<file path="src/hw/xor_accumulator_with_file_defines.svh">
// Constants for the exclusive-OR accumulator-with-file execute block
`ifndef XAF_DEFINES_SVH
`define XAF_DEFINES_SVH
`define XAF_OPC_HI 15
`define XAF_OPC_LO 10
`define XAF_OPC_VAL 6'h06
`define XAF_D_BIT 9
`define XAF_A_BIT 8
`define XAF_ILO_MAX 8'h5f
`define XAF_ACC_HI 4'hf
`define XAF_ACC_SPLIT 8'h60
`define XAF_ACC_RST 8'h00
`define XAF_ADDR_RST 12'h000
`define XAF_ACC_LO 4'h0
`define XAF_F_HI 7
`define XAF_F_LO 0
`define XAF_SIGN_BIT 7
`define XAF_ZERO_BYTE 8'h00
`define XAF_DATA_RST 8'h00
`endif

</file>
<file path="src/hw/xaf_pkg.sv">
// Types shared by the exclusive-OR accumulator-with-file execute block
package xaf_pkg;
    typedef enum logic [2:0] {
        XAF_IDLE = 3'b001,
        XAF_READ = 3'b010,
        XAF_WRITE = 3'b100
    } xaf_state_t;
endpackage : xaf_pkg

</file>
<file path="src/hw/xaf_exec.sv">
// Execute unit for the exclusive-OR accumulator-with-file instruction
// How it works
// - Opcode 0001 10da ffff ffff reads the file register, XORs it with the accumulator and updates N and Z.
// - With d clear the result goes to the accumulator and the file register is not written.
// - With d set the result is written back to the addressed file register, not the accumulator.
// - With a clear and the extension off the address resolves in the access bank.
// - With a set the bank select pointer picks the bank above the eight-bit file address.
// - With a clear, the extension on and f at most 5Fh, indexed literal offset mode is used.
// - In that mode f is an offset added to the second indirect pointer.
`timescale 1ns/1ns
`include "xor_accumulator_with_file_defines.svh"
module xaf_exec #(
    parameter int ADDR_W = 12
) (
    input wire logic mclk,
    input wire logic reset_n,
    input wire logic instr_valid,
    input wire logic [15:0] instr_word,
    input wire logic ext_enable,
    input wire logic [3:0] bank_select_pointer,
    input wire logic [ADDR_W-1:0] indirect_pointer_two,
    input wire logic [7:0] mem_rdata,
    output logic [ADDR_W-1:0] mem_addr,
    output logic mem_rd,
    output logic mem_wr,
    output logic [7:0] mem_wdata,
    output logic [7:0] acc,
    output logic flag_n,
    output logic flag_z,
    output logic done,
    output logic busy
);
    // Sequencer state and the destination latched at start
    xaf_pkg::xaf_state_t state_q, state_d;
    logic dest_q;
    logic [7:0] result;

    // ---------------------------------------------
    // Decode and address resolution
    // ---------------------------------------------
    // Opcode match and the two mode bits
    wire logic is_xor = instr_word[`XAF_OPC_HI:`XAF_OPC_LO] == `XAF_OPC_VAL;
    wire logic bit_d = instr_word[`XAF_D_BIT];
    wire logic bit_a = instr_word[`XAF_A_BIT];
    wire logic [7:0] f_field = instr_word[`XAF_F_HI:`XAF_F_LO];

    // Extension steals only the low part of the access bank; a set never indexes
    wire logic indexed = !bit_a && ext_enable && (f_field <= `XAF_ILO_MAX);
    // Offset wraps at the address width, as a pointer add would
    wire logic [ADDR_W-1:0] addr_ilo = indirect_pointer_two + ADDR_W'(f_field);

    // Bank select pointer forms the upper address bits
    wire logic [ADDR_W-1:0] addr_bank = ADDR_W'({bank_select_pointer, f_field});

    // Access bank below 60h is bank 0, 60h and above maps to special registers
    wire logic [3:0] acc_bank = (f_field < `XAF_ACC_SPLIT) ? `XAF_ACC_LO : `XAF_ACC_HI;
    wire logic [ADDR_W-1:0] addr_access = ADDR_W'({acc_bank, f_field});

    // Indexed mode takes priority over the plain access bank
    wire logic [ADDR_W-1:0] eff_addr = indexed ? addr_ilo : (bit_a ? addr_bank : addr_access);

    // Requests while busy are dropped, not queued
    wire logic start = instr_valid && is_xor && (state_q == xaf_pkg::XAF_IDLE);

    // ---------------------------------------------
    // Arithmetic and status
    // ---------------------------------------------
    // Memory read is combinational, so the result is valid while the read stands
    assign result = acc ^ mem_rdata;
    wire logic res_zero = (result == `XAF_ZERO_BYTE);
    wire logic res_neg = result[`XAF_SIGN_BIT];

    // ---------------------------------------------
    // Sequencer: read, then write destination
    // ---------------------------------------------
    always_comb begin
        state_d = state_q;
        unique case (state_q)
            xaf_pkg::XAF_IDLE: if (start) state_d = xaf_pkg::XAF_READ;
            xaf_pkg::XAF_READ: state_d = xaf_pkg::XAF_WRITE;
            xaf_pkg::XAF_WRITE: state_d = xaf_pkg::XAF_IDLE;
            default: state_d = xaf_pkg::XAF_IDLE;
        endcase
    end

    // State, address latch and read strobe
    always_ff @(posedge mclk or negedge reset_n) begin
        if (!reset_n) begin
            state_q <= xaf_pkg::XAF_IDLE;
            mem_addr <= ADDR_W'(`XAF_ADDR_RST);
            mem_rd <= 1'b0;
            dest_q <= 1'b0;
        end else begin
            state_q <= state_d;
            mem_rd <= start;
            if (start) begin
                mem_addr <= eff_addr;
                dest_q <= bit_d;
            end
        end
    end

    // Result to destination and flags; file data is used at the end of the read-strobe cycle
    always_ff @(posedge mclk or negedge reset_n) begin
        if (!reset_n) begin
            acc <= `XAF_ACC_RST;
            flag_n <= 1'b0;
            flag_z <= 1'b0;
            mem_wr <= 1'b0;
            mem_wdata <= `XAF_DATA_RST;
            done <= 1'b0;
        end else begin
            mem_wr <= 1'b0;
            done <= 1'b0;
            if (state_q == xaf_pkg::XAF_READ) begin
                flag_z <= res_zero;
                flag_n <= res_neg;
                done <= 1'b1;
                if (dest_q) begin
                    mem_wr <= 1'b1;
                    mem_wdata <= result;
                end else begin
                    acc <= result;
                end
            end
        end
    end
    // Busy mirrors the sequencer from a flop
    always_ff @(posedge mclk or negedge reset_n) begin
        if (!reset_n) busy <= 1'b0;
        else busy <= (state_d != xaf_pkg::XAF_IDLE);
    end

    // ---------------------------------------------
    // Checks
    // ---------------------------------------------
    // Read strobe one cycle after start, done the cycle after
    property p_read_after_start;
        @(posedge mclk) disable iff (!reset_n) start |=> mem_rd ##1 done;
    endproperty
    a_read_after_start: assert property (p_read_after_start) else $error("no read/done after start");

    // Busy covers the read and the write cycle, then drops
    property p_busy_span;
        @(posedge mclk) disable iff (!reset_n) start |=> busy ##1 busy ##1 !busy;
    endproperty
    a_busy_span: assert property (p_busy_span) else $error("busy span wrong");

    // A second read strobe would fetch the file register twice
    property p_rd_pulse;
        @(posedge mclk) disable iff (!reset_n) mem_rd |=> !mem_rd;
    endproperty
    a_rd_pulse: assert property (p_rd_pulse) else $error("read strobe longer than one cycle");

    // Accumulator destination: XOR lands in the accumulator, no file write
    property p_d0_no_write;
        @(posedge mclk) disable iff (!reset_n)
            (start && !bit_d) |=> ##1 !mem_wr && acc == ($past(acc) ^ $past(mem_rdata));
    endproperty
    a_d0_no_write: assert property (p_d0_no_write) else $error("d=0 wrote file");

    // Accumulator moves only when an accumulator-destination instruction completes
    property p_acc_only_done;
        @(posedge mclk) disable iff (!reset_n) $changed(acc) |-> done && !dest_q;
    endproperty
    a_acc_only_done: assert property (p_acc_only_done) else $error("acc changed without d=0 done");

    // File destination leaves the accumulator alone
    property p_d1_write;
        @(posedge mclk) disable iff (!reset_n) (start && bit_d) |=> ##1 mem_wr && $stable(acc);
    endproperty
    a_d1_write: assert property (p_d1_write) else $error("d=1 missed write");

    // Written byte is the XOR of the accumulator and the file data fetched
    property p_wdata;
        @(posedge mclk) disable iff (!reset_n)
            (start && bit_d) |=> ##1 mem_wdata == ($past(acc) ^ $past(mem_rdata));
    endproperty
    a_wdata: assert property (p_wdata) else $error("written byte wrong");

    // No file write except as the completion of a file-destination instruction
    property p_wr_with_done;
        @(posedge mclk) disable iff (!reset_n) mem_wr |-> done && dest_q;
    endproperty
    a_wr_with_done: assert property (p_wr_with_done) else $error("stray file write");

    // Access bank, lower part (f below 60h)
    property p_access;
        @(posedge mclk) disable iff (!reset_n)
            (start && !bit_a && !ext_enable && f_field < `XAF_ACC_SPLIT) |=> mem_addr == ADDR_W'($past(f_field));
    endproperty
    a_access: assert property (p_access) else $error("access bank address wrong");

    // Access bank, upper part (f at 60h and above)
    property p_access_hi;
        @(posedge mclk) disable iff (!reset_n) (start && !bit_a && !ext_enable && f_field >= `XAF_ACC_SPLIT)
            |=> mem_addr == ADDR_W'({`XAF_ACC_HI, $past(f_field)});
    endproperty
    a_access_hi: assert property (p_access_hi) else $error("upper access bank address wrong");

    // Banked access ignores the extension
    property p_banked;
        @(posedge mclk) disable iff (!reset_n)
            (start && bit_a) |=> mem_addr == ADDR_W'({$past(bank_select_pointer), $past(f_field)});
    endproperty
    a_banked: assert property (p_banked) else $error("banked address wrong");

    // Above the offset limit the extension falls back to the access bank
    property p_indexed;
        @(posedge mclk) disable iff (!reset_n) (start && !bit_a && ext_enable && f_field > `XAF_ILO_MAX)
            |=> mem_addr == ADDR_W'({`XAF_ACC_HI, $past(f_field)});
    endproperty
    a_indexed: assert property (p_indexed) else $error("indexed range wrong");

    // Offset added to the second indirect pointer
    property p_offset;
        @(posedge mclk) disable iff (!reset_n) (start && !bit_a && ext_enable && f_field <= `XAF_ILO_MAX)
            |=> mem_addr == ADDR_W'($past(indirect_pointer_two) + ADDR_W'($past(f_field)));
    endproperty
    a_offset: assert property (p_offset) else $error("offset not added");

    // Flags follow the XOR of the operands fetched, for either destination
    property p_flags;
        @(posedge mclk) disable iff (!reset_n) done |-> flag_z == (($past(acc) ^ $past(mem_rdata)) == `XAF_ZERO_BYTE)
            && flag_n == $past(acc[`XAF_SIGN_BIT] ^ mem_rdata[`XAF_SIGN_BIT]);
    endproperty
    a_flags: assert property (p_flags) else $error("flags wrong");

    // Flags hold between completions
    property p_flags_hold;
        @(posedge mclk) disable iff (!reset_n) !done |-> $stable(flag_z) && $stable(flag_n);
    endproperty
    a_flags_hold: assert property (p_flags_hold) else $error("flags moved without done");

    // Main scenarios: each destination, indexed mode, zero result, request dropped while busy
    c_d0: cover property (@(posedge mclk) disable iff (!reset_n) start && !bit_d);
    c_d1: cover property (@(posedge mclk) disable iff (!reset_n) start && bit_d);
    c_idx: cover property (@(posedge mclk) disable iff (!reset_n) start && indexed);
    c_zero: cover property (@(posedge mclk) disable iff (!reset_n) done && flag_z);
    c_busy_drop: cover property (@(posedge mclk) disable iff (!reset_n) instr_valid && is_xor && busy);
endmodule : xaf_exec

</file>
<file path="config.mk">
export PLATFORM = sky130hd
export DESIGN_NAME = xaf_exec
export DESIGN_NICKNAME = d
export VERILOG_FILES = /design/src/hw/xaf_pkg.sv /design/src/hw/xaf_exec.sv
export VERILOG_INCLUDE_DIRS = /design/src /design/src/hw
export SDC_FILE = /design/constraint.sdc
export NUM_CORES = 1
export LEC_CHECK = 0
export BUFFER_PORTS_ARGS = -buffer_cell sky130_fd_sc_hd__buf_2
export CAP_MARGIN = 20
export CORE_MARGIN = 2
export CORE_UTILIZATION = 45
export DETAILED_ROUTE_END_ITERATION = 10
export PLACE_DENSITY_LB_ADDON = 0.25
export SLEW_MARGIN = 20
export SYNTH_ARGS = -nofsm -noshare
export SYNTH_HDL_FRONTEND = slang
export SYNTH_SLANG_ARGS = --single-unit
</file>
<file path="constraint.sdc">
create_clock -name mclk -period 1.9 [get_ports mclk]
set_input_delay 0.19 -clock mclk [delete_from_list [all_inputs] [get_ports mclk]]
set_output_delay 0.19 -clock mclk [all_outputs]
set_load 0.02 [all_outputs]
</file>
Word-level counts from Yosys, hierarchy flattened
Cells that the tools add are included.
- bitwise operators: 2
- equal/unequal tests: 4
- add/sub/neg operators: 1
- order comparisons: 2
- reductions and logical operators: 8
- mux-type cells: 8
- operators with widths (operator ; number):
    $mux 12 ; 2
    $add 12x8->12 ; 1
    $le 8x7->1 const B ; 1
    $logic_not 8->1 ; 1
    $lt 8x7->1 const B ; 1
    $xor 8x8->8 ; 1
    $eq 6x3->1 const B ; 1
    $pmux 3 s2 ; 1
    $logic_and 1x1->1 ; 4
    $mux 4 ; 1
    $reduce_and 2->1 ; 2
    $eq 3x1->1 const B ; 1
    $eq 3x2->1 const B ; 1
    $mux 1 ; 3
    $mux 3 ; 1
    $ne 3x1->1 const B ; 1
    $logic_not 1->1 ; 1
    $not 1->1 ; 1
- input bits: 44
- bits in registers: 38
- output and inout bits: 34

Logic depth before layout (Yosys ltp)
Gate-level depths: netlist of the first run.
- depth after elaboration: 6
- mapped depth: 8
- depth with buffers taken out: 8

Worst setup path before layout of the first run
No wires, ideal clock.
- path type: input to register
- from: input port instr_word[0]
- to: register mem_addr[4]
- setup time: 0.128 ns
- data arrival time: 1.592 ns
- path slack: 0.180 ns
- cell stages on the path: 8
- path through: ha_1 inv_1 fa_1 nor2b_1 o21ai_0 and4_4 a2111oi_2 nor2_1
- longest elaborated chain between the ends: 3
- elaborated cells between the ends (all ways): 4
- classes of those cells: add/sub (1); order compare (1); mux (1); reduce/logical (1)
- RTL lines (what ; line ; text):
    start: declaration ; xaf_exec.sv:18 ; input wire logic [15:0] instr_word,
    branches (longest 2 deep; another with $add 12x8->12) ; - ;
    $mux 12 * ; xaf_exec.sv:60 ; wire logic [ADDR_W-1:0] eff_addr = indexed ? addr_ilo : (bit_a ? addr_bank : addr_access);
    end signal: assignment ; xaf_exec.sv:90 ; mem_addr <= ADDR_W'(`XAF_ADDR_RST);
    end signal: assignment ; xaf_exec.sv:97 ; mem_addr <= eff_addr;
    end: declaration ; xaf_exec.sv:23 ; output logic [ADDR_W-1:0] mem_addr,
Every way passes the cells marked *.
A chain may end at the register's enable or synchronous reset.

Worst setup path after layout of the first run
- from: register state_q[0]
- to: register mem_addr[7]
- longest elaborated chain between the ends: 2
- RTL lines (what ; line ; text):
    start: declaration ; xaf_exec.sv:34 ; xaf_pkg::xaf_state_t state_q, state_d;
    start signal: assignment ; xaf_exec.sv:89 ; state_q <= xaf_pkg::XAF_IDLE;
    start signal: assignment ; xaf_exec.sv:94 ; state_q <= state_d;
    $eq 3x1->1 ; xaf_exec.sv:63 ; wire logic start = instr_valid && is_xor && (state_q == xaf_pkg::XAF_IDLE);
    $logic_and 1x1->1 ; xaf_exec.sv:63 ;
Every way passes these cells.

==> run_results.csv, run 1 <==
group,metric,value,unit
synthesis,synth_cell_types,48,
worst_setup_path,critPathLaunch,"state_q[0]$_DFF_PN1_",
final_layout,fin_nets,353,
synthesis,synth_compound_area_frac,0.167,
global_routing,grt_antenna_before_repair,0,
detailed_routing,drt-initial-drc-count,79,
placement,dp_hpwl,3600,um
detailed_routing,viasPerCell,5.30,
worst_setup_path,max_stage_delay,0.53,ns
worst_setup_path,crit_family,"simple AND/OR/NAND/NOR gates",
clock_tree,cts_setup_buffers,0,
floorplanning,die_y,72.4,um
synthesis,ys.flop_type,"dfrtp_1",
global_routing,grt_first_pass_wirelength,8050,um
sta,tightest_slew,0.540,ns
min_path,holdPathEnd,"dest_q$_DFFE_PN0P_",
power,powerDensity,692,mW/mm2
synthesis,synth_edf_count,0,
sta,holdWs,0.101,ns
sta,fin_ws,0.216,ns
final_layout,antenna_cells,0,
sta,finalCriticalPeriod,1.68,ns
synthesis,synth_xor_area_frac,0.0748,
global_routing,gr-usage-all-layers,0.196,
floorplanning,start_util,0.474,
clock_tree,cts_buffers,5,
sta,grt_setup_unrepaired,"no",
synthesis,synth-seq-cells,38,
synthesis,syn_nets,269,
worst_setup_path,start_kind,"register",
synthesis,synthSimpleGateAreaFrac,0.193,
min_path,hp-class,"in2reg",
clock_tree,clockRootBuffer,"clkbuf_8",
synthesis,yosysSeqAreaShare,0.452,
power,vdd_drop_max,443,uV
synthesis,yosysTopAreaCellShare,0.439,
worst_setup_path,worstSetupEndpointType,"register",
synthesis,synthAdderAreaFrac,0.0570,
clock_tree,clkTransAtPathRegs,0.08,ns
synthesis,synthCells,216,
detailed_routing,vias,1865,
min_path,min_from,"instr_word[9]",
final_layout,final_cell_mix,"buf_2, dfrtp_1, nand2_1",
worst_setup_path,reg2reg_to,"mem_addr[7]$_DFFE_PN0P_",
detailed_routing,drc,0,
synthesis,synthesis.area,0.00211,mm2
floorplanning,pin_count,78,
placement,routabilityCongestion,0.882,
final_layout,final_common_cell,"buf_2",
synthesis,synth_mux_area_frac,0.00534,
sta,drv_slew,0,
synthesis,avgSynthCellArea,9.76,um2
power,totalPowerFinal,1820,uW
floorplanning,placementRows,24,
floorplanning,chipWidth,72.4,um
worst_setup_path,arrival,1.86,ns
worst_setup_path,worstSetupPathType,"reg2reg",
final_layout,area_growth,24.7,%
sta,period_share,0.886,
worst_setup_path,rr_startpoint,"state_q[0]$_DFF_PN1_",
sta,max-slew-margin-rel,0.639,
detailed_routing,totalWireLength,4790,um
synthesis,synth_top_family_by_area,"simple AND/OR/NAND/NOR gates",
global_routing,grt_max_degree,39,
placement,pre_cts_ws,-0.0138,ns
worst_setup_path,ff2ff_path_depth,5,
clock_tree,clkLatencyLatePin,0.29,ns
global_routing,grt_pass1_vias,1847,
worst_setup_path,critPathMaxFanout,10,
job,maxCapViolations,0,
clock_tree,cts_buffer_depth,2,
status,outcome,"finished clean",
floorplanning,die-area,0.00525,mm2
detailed_routing,ant_nets,0,
sta,finalHoldViolations,0,
sta,skew,0.0111,ns
min_path,hold_depth,3,
synthesis,yosys-top-cells-area,"dfrtp_1, xnor2_1, nand2_1",
worst_setup_path,cp_cell_sequence,"and4bb_1, nand4_2, buf_4, nor4b_1, a211oi_1",
worst_setup_path,cp_data_required_time,2.07,ns
final_layout,drive_gt1_frac,0.350,
synthesis,yosysTopAreaCell,"dfrtp_1",
worst_setup_path,r2r_slack,0.22,ns
power,leakage,0.00129,uW
worst_setup_path,critPathBufInv,1,
detailed_routing,wl_per_cell,13.6,um
synthesis,ys_async_sr_fraction,1.00,
sta,finalSetupViolCount,0,
detailed_routing,first_pass_iters,5,
worst_setup_path,worst_path_max_delay_cell,"dfstp_2",
floorplanning,core,0.00444,mm2
placement,port_buffers,77,
global_routing,grt_overflow,0,
sta,max_freq,0.594,GHz
synthesis,yosys_warnings,0,
clock_tree,cts.sinks,38,
clock_tree,cts_tree,"yes",
clock_tree,cts_max_level,2,
==> synthesized netlist by cell type (3+ instances only) <==
master and instances:
a211oi_1 4, a21o_1 4, a21oi_1 17, a31oi_1 5, buf_2 3, buf_6 3, dfrtp_1 37, ha_1 8
inv_1 9, nand2_1 27, nand3_1 3, nand4_1 4, nor2_1 22, nor2b_1 5, nor3_1 6, o21ai_0 5
xnor2_1 17
==> kinds of logic (layout without fill, tap and decap cells) <==
| group | Yosys count | after routing |
|---|---|---|
| simple gates | 81 | 81 |
| compound gates | 51 | 51 |
| flops | 38 | 38 |
| xor+xnor | 18 | 18 |
| buf+inv | 18 | 102 |
| fa+ha+maj | 9 | 9 |
| mux | 1 | 1 |
==> layout make-up <==
cell class | instances | area (um2)
flip-flops and latches | 38 | 952
fillers | 417 | 1820
well taps | 52 | 65.1
clock buffers | 5 | 68.8
repair buffers | 84 | 440
multi-input cells | 160 | 1050
inverters | 11 | 43.8
clock inverters | 2 | 10.0
==> per-layer routing <==
layer / vias up / global-route usage / share of wire
li1: 920 / - / -
met1: 874 / 0.244 / 0.45
met2: 67 / 0.336 / 0.49
met3: 4 / 0.0528 / 0.053
met4: 0 / 0.0535 / 0.0058
met5: - / 0 / 0
==> sequential cells by signal, indices dropped and copies added (netlist names), 3 cells and up <==
name	count
mem_wdata	8
acc	8
mem_addr	12
state_q	3
==> worst register-to-register path: stages, from the launching register on <==
cell and delay [ns]:
dfstp_2 0.53, and4bb_1 0.21, nand4_2 0.22, buf_4 0.25, nor4b_1 0.29, a211oi_1 0.08
==> worst max path at each step <==
stage | endpoint | slack, ns | cells after the start
2_1_floorplan | mem_addr[4]$_DFFE_PN0P_ | 0.18 | 8
3_3_place_gp | mem_addr[4]$_DFFE_PN0P_ | 0.02 | 9
3_5_place_dp | mem_addr[4]$_DFFE_PN0P_ | -0.01 | 9
4_1_cts | mem_addr[9]$_DFFE_PN0P_ | 0.21 | 6
5_1_grt | mem_addr[7]$_DFFE_PN0P_ | 0.09 | 6
6_report | mem_addr[7]$_DFFE_PN0P_ | 0.22 | 5
==> timing repair <==
item / in CTS / in global routing
gates resized for setup: 0 / 0
hold endpoints to repair: 37 / 0
hold buffers: 1 / 0
==> power by group <==
group,internal (uW),switching [uW],leakage [uW],total (uW)
clock,247,286,0.0000438,532
sequential,860,25.9,0.000460,886
combinational,164,236,0.000789,400
==> per-stage QoR <==
step | std cells | setup TNS, ns | cell area, um2 | util
floorplan | 216 | 0 | 2110 | -
global placement | 344 | 0 | 2540 | 0.572
detailed placement | 344 | -0.0138 | 2540 | 0.572
CTS | 352 | 0 | 2630 | 0.591
global route | 352 | 0 | 2630 | 0.591
finish | 352 | 0 | 2630 | 0.591
Note: power is estimated with default switching activity, not from simulation.
==> run 2, diff against run 1 <==
--- a/config.mk
+++ b/config.mk
@@ -11,5 +11,6 @@
 export CORE_MARGIN = 2
-export CORE_UTILIZATION = 45
+export CORE_UTILIZATION = 44
 export DETAILED_ROUTE_END_ITERATION = 10
 export PLACE_DENSITY_LB_ADDON = 0.25
+export SKIP_LAST_GASP = 1
 export SLEW_MARGIN = 20
==> constraint.sdc (replaced) <==
create_clock -name mclk -period 1.48 [get_ports mclk]
set_input_delay 0.296 -clock mclk [delete_from_list [all_inputs] [get_ports mclk]]
set_output_delay 0.296 -clock mclk [all_outputs]
set_load 0.02 [all_outputs]
==> run_results.csv, run 2 (synthesis results as in run 1) <==
group,metric,value,unit
status,outcome,"finished with violations",
status,violations,"setup timing",
sta,drv_slew,0,
power,pwr-share-seq,0.397,
global_routing,grt_overflow,0,
worst_setup_path,arrival,1.78,ns
floorplanning,placementRows,25,
final_layout,largest_register,"mem_addr",
detailed_routing,vias,2009,
worst_setup_path,worstSetupPathType,"reg2reg",
floorplanning,chipWidth,73.2,um
clock_tree,clkLatencyLatePin,0.29,ns
detailed_routing,drt-initial-drc-count,42,
floorplanning,die-area,0.00536,mm2
sta,finalSetupViolCount,9,
min_path,hp-class,"in2reg",
global_routing,grt_first_pass_wirelength,8350,um
floorplanning,die_y,73.2,um
clock_tree,cts_max_level,2,
sta,finalHoldViolations,0,
worst_setup_path,ff2ff_path_depth,6,
power,pwr-share-comb,0.222,
worst_setup_path,critPathLaunch,"state_q[0]$_DFF_PN1_",
sta,fin_ws,-0.126,ns
sta,finalCriticalPeriod,1.61,ns
final_layout,area_growth,48.7,%
clock_tree,clockRootBuffer,"clkbuf_8",
global_routing,grt_antenna_before_repair,0,
final_layout,design_area,0.00313,mm2
final_layout,drive_gt1_frac,0.468,
clock_tree,cts_buffers,5,
floorplanning,pin_count,78,
final_layout,multi_input_area,0.00122,mm2
final_layout,reg_top3,"mem_addr (12), acc (8), mem_wdata (8)",
power,powerDensity,917,mW/mm2
sta,grt_setup_unrepaired,"yes",
final_layout,antenna_cells,0,
sta,max-slew-margin-rel,0.589,
power,p_int,2120,uW
detailed_routing,ant_nets,0,
job,maxCapViolations,0,
worst_setup_path,r2r_slack,-0.13,ns
placement,dp_hpwl,3900,um
worst_setup_path,cp_data_required_time,1.66,ns
worst_setup_path,worstSetupEndpointType,"register",
clock_tree,clkTransAtPathRegs,0.08,ns
placement,pre_cts_ws,-0.433,ns
final_layout,final_common_cell,"buf_2",
detailed_routing,first_pass_iters,4,
sta,holdWs,0.208,ns
power,vdd_drop_max,545,uV
detailed_routing,wl_per_cell,13.7,um
final_layout,register_area,952,um2
clock_tree,cts.sinks,38,
power,p_clk_frac,0.380,
global_routing,gr-usage-all-layers,0.204,
clock_tree,cts_buffer_depth,2,
detailed_routing,drc,0,
final_layout,final_cell_mix,"buf_2, dfrtp_1, buf_4",
final_layout,fillers,393,
detailed_routing,viasPerCell,5.19,
worst_setup_path,critPathMaxFanout,4,
worst_setup_path,reg2reg_to,"mem_addr[9]$_DFFE_PN0P_",
power,sw_frac_of_total,0.264,
clock_tree,cts_tree,"yes",
placement,routabilityCongestion,0.834,
final_layout,largest_reg_flops,12,
power,leakage,0.00150,uW
sta,skew,0.00178,ns
floorplanning,core,0.00466,mm2
sta,period_share,1.08,
global_routing,grt_max_degree,39,
floorplanning,start_util,0.452,
detailed_routing,totalWireLength,5300,um
power,power.switching,758,uW
sta,tightest_slew,0.610,ns
global_routing,grt_pass1_vias,1868,
sta,max_freq,0.623,GHz
worst_setup_path,start_kind,"register",
placement,port_buffers,77,
final_layout,fin_nets,385,
worst_setup_path,endpoint,"mem_addr[9]$_DFFE_PN0P_",
placement,dpl_cell_area,0.00287,mm2
worst_setup_path,rr_startpoint,"state_q[0]$_DFF_PN1_",
run 2: changes by cell type in the layout (fill, tap and decap cells not counted), moves of 3 or more:
cell,delta
buf_4,+27
buf_6,+3
ha_1,-5
ha_4,+5
run 2: how the worst min path moves through the flow:
stage / end / cells past startpoint / startpoint / slack, ns
detailed placement: done$_DFF_PN0_ / 2 / reset_n / 0.28
finish: dest_q$_DFFE_PN0P_ / 3 / instr_word[9] / 0.21
global placement: done$_DFF_PN0_ / 2 / reset_n / 0.28
global route: dest_q$_DFFE_PN0P_ / 3 / instr_word[9] / 0.21
floorplan: acc[0]$_DFFE_PN0P_ / 0 / reset_n / 0.0004
CTS: dest_q$_DFFE_PN0P_ / 3 / instr_word[9] / 0.21
run 2: what timing repair did:
action,4_1_cts,5_1_grt
gates cloned,0,1
buffers inserted,1,0
pin swaps,7,2
setup endpoints to repair,12,14
hold buffers,1,0
resized for setup,10,6
endpoints found under the hold margin,37,0
run 2: power groups by stage:
stage / registers, uW / logic, uW / clock network [uW]
floorplan: 1240 / 242 / 0
global placement: 1160 / 603 / 0
detailed placement: 1160 / 612 / 0
CTS: 1140 / 634 / 1110
global route: 1150 / 700 / 1150
finish: 1140 / 639 / 1090
run 2: worst max-delay path, cell delays in order (launching register included):
cell      delay [ns]
dfstp_2         0.53
and4bb_1        0.24
nand4_4         0.16
clkinv_2        0.09
o21ai_2         0.06
a21o_1          0.15
o32a_1          0.27
run 2: routing by layer:
metal	routed length [um]	global-route usage
met1	2200	0.245
met2	2710	0.350
met3	285	0.0483
met4	101	0.0782
met5	0	0
run 2: layout make-up:
cell class                      count  share of cell area
Multi-Input combinational cell    161               0.388
Sequential cell                    38               0.304
Timing Repair Buffer              115               0.227
Clock buffer                        6              0.0263
Tap cell                           54              0.0216
Clock inverter                      2              0.0192
Inverter                           11              0.0140
run 2: through the flow:
stage | utilization | setup TNS (ns) | std cells | total power (uW)
after floorplan | - | -0.907 | 216 | 1480
after global placement | 0.616 | -2.74 | 376 | 1760
after detailed placement | 0.616 | -3.07 | 376 | 1770
after CTS | 0.664 | -0.698 | 386 | 2890
after global routing | 0.672 | -1.66 | 387 | 3000
final | 0.672 | -0.580 | 387 | 2880
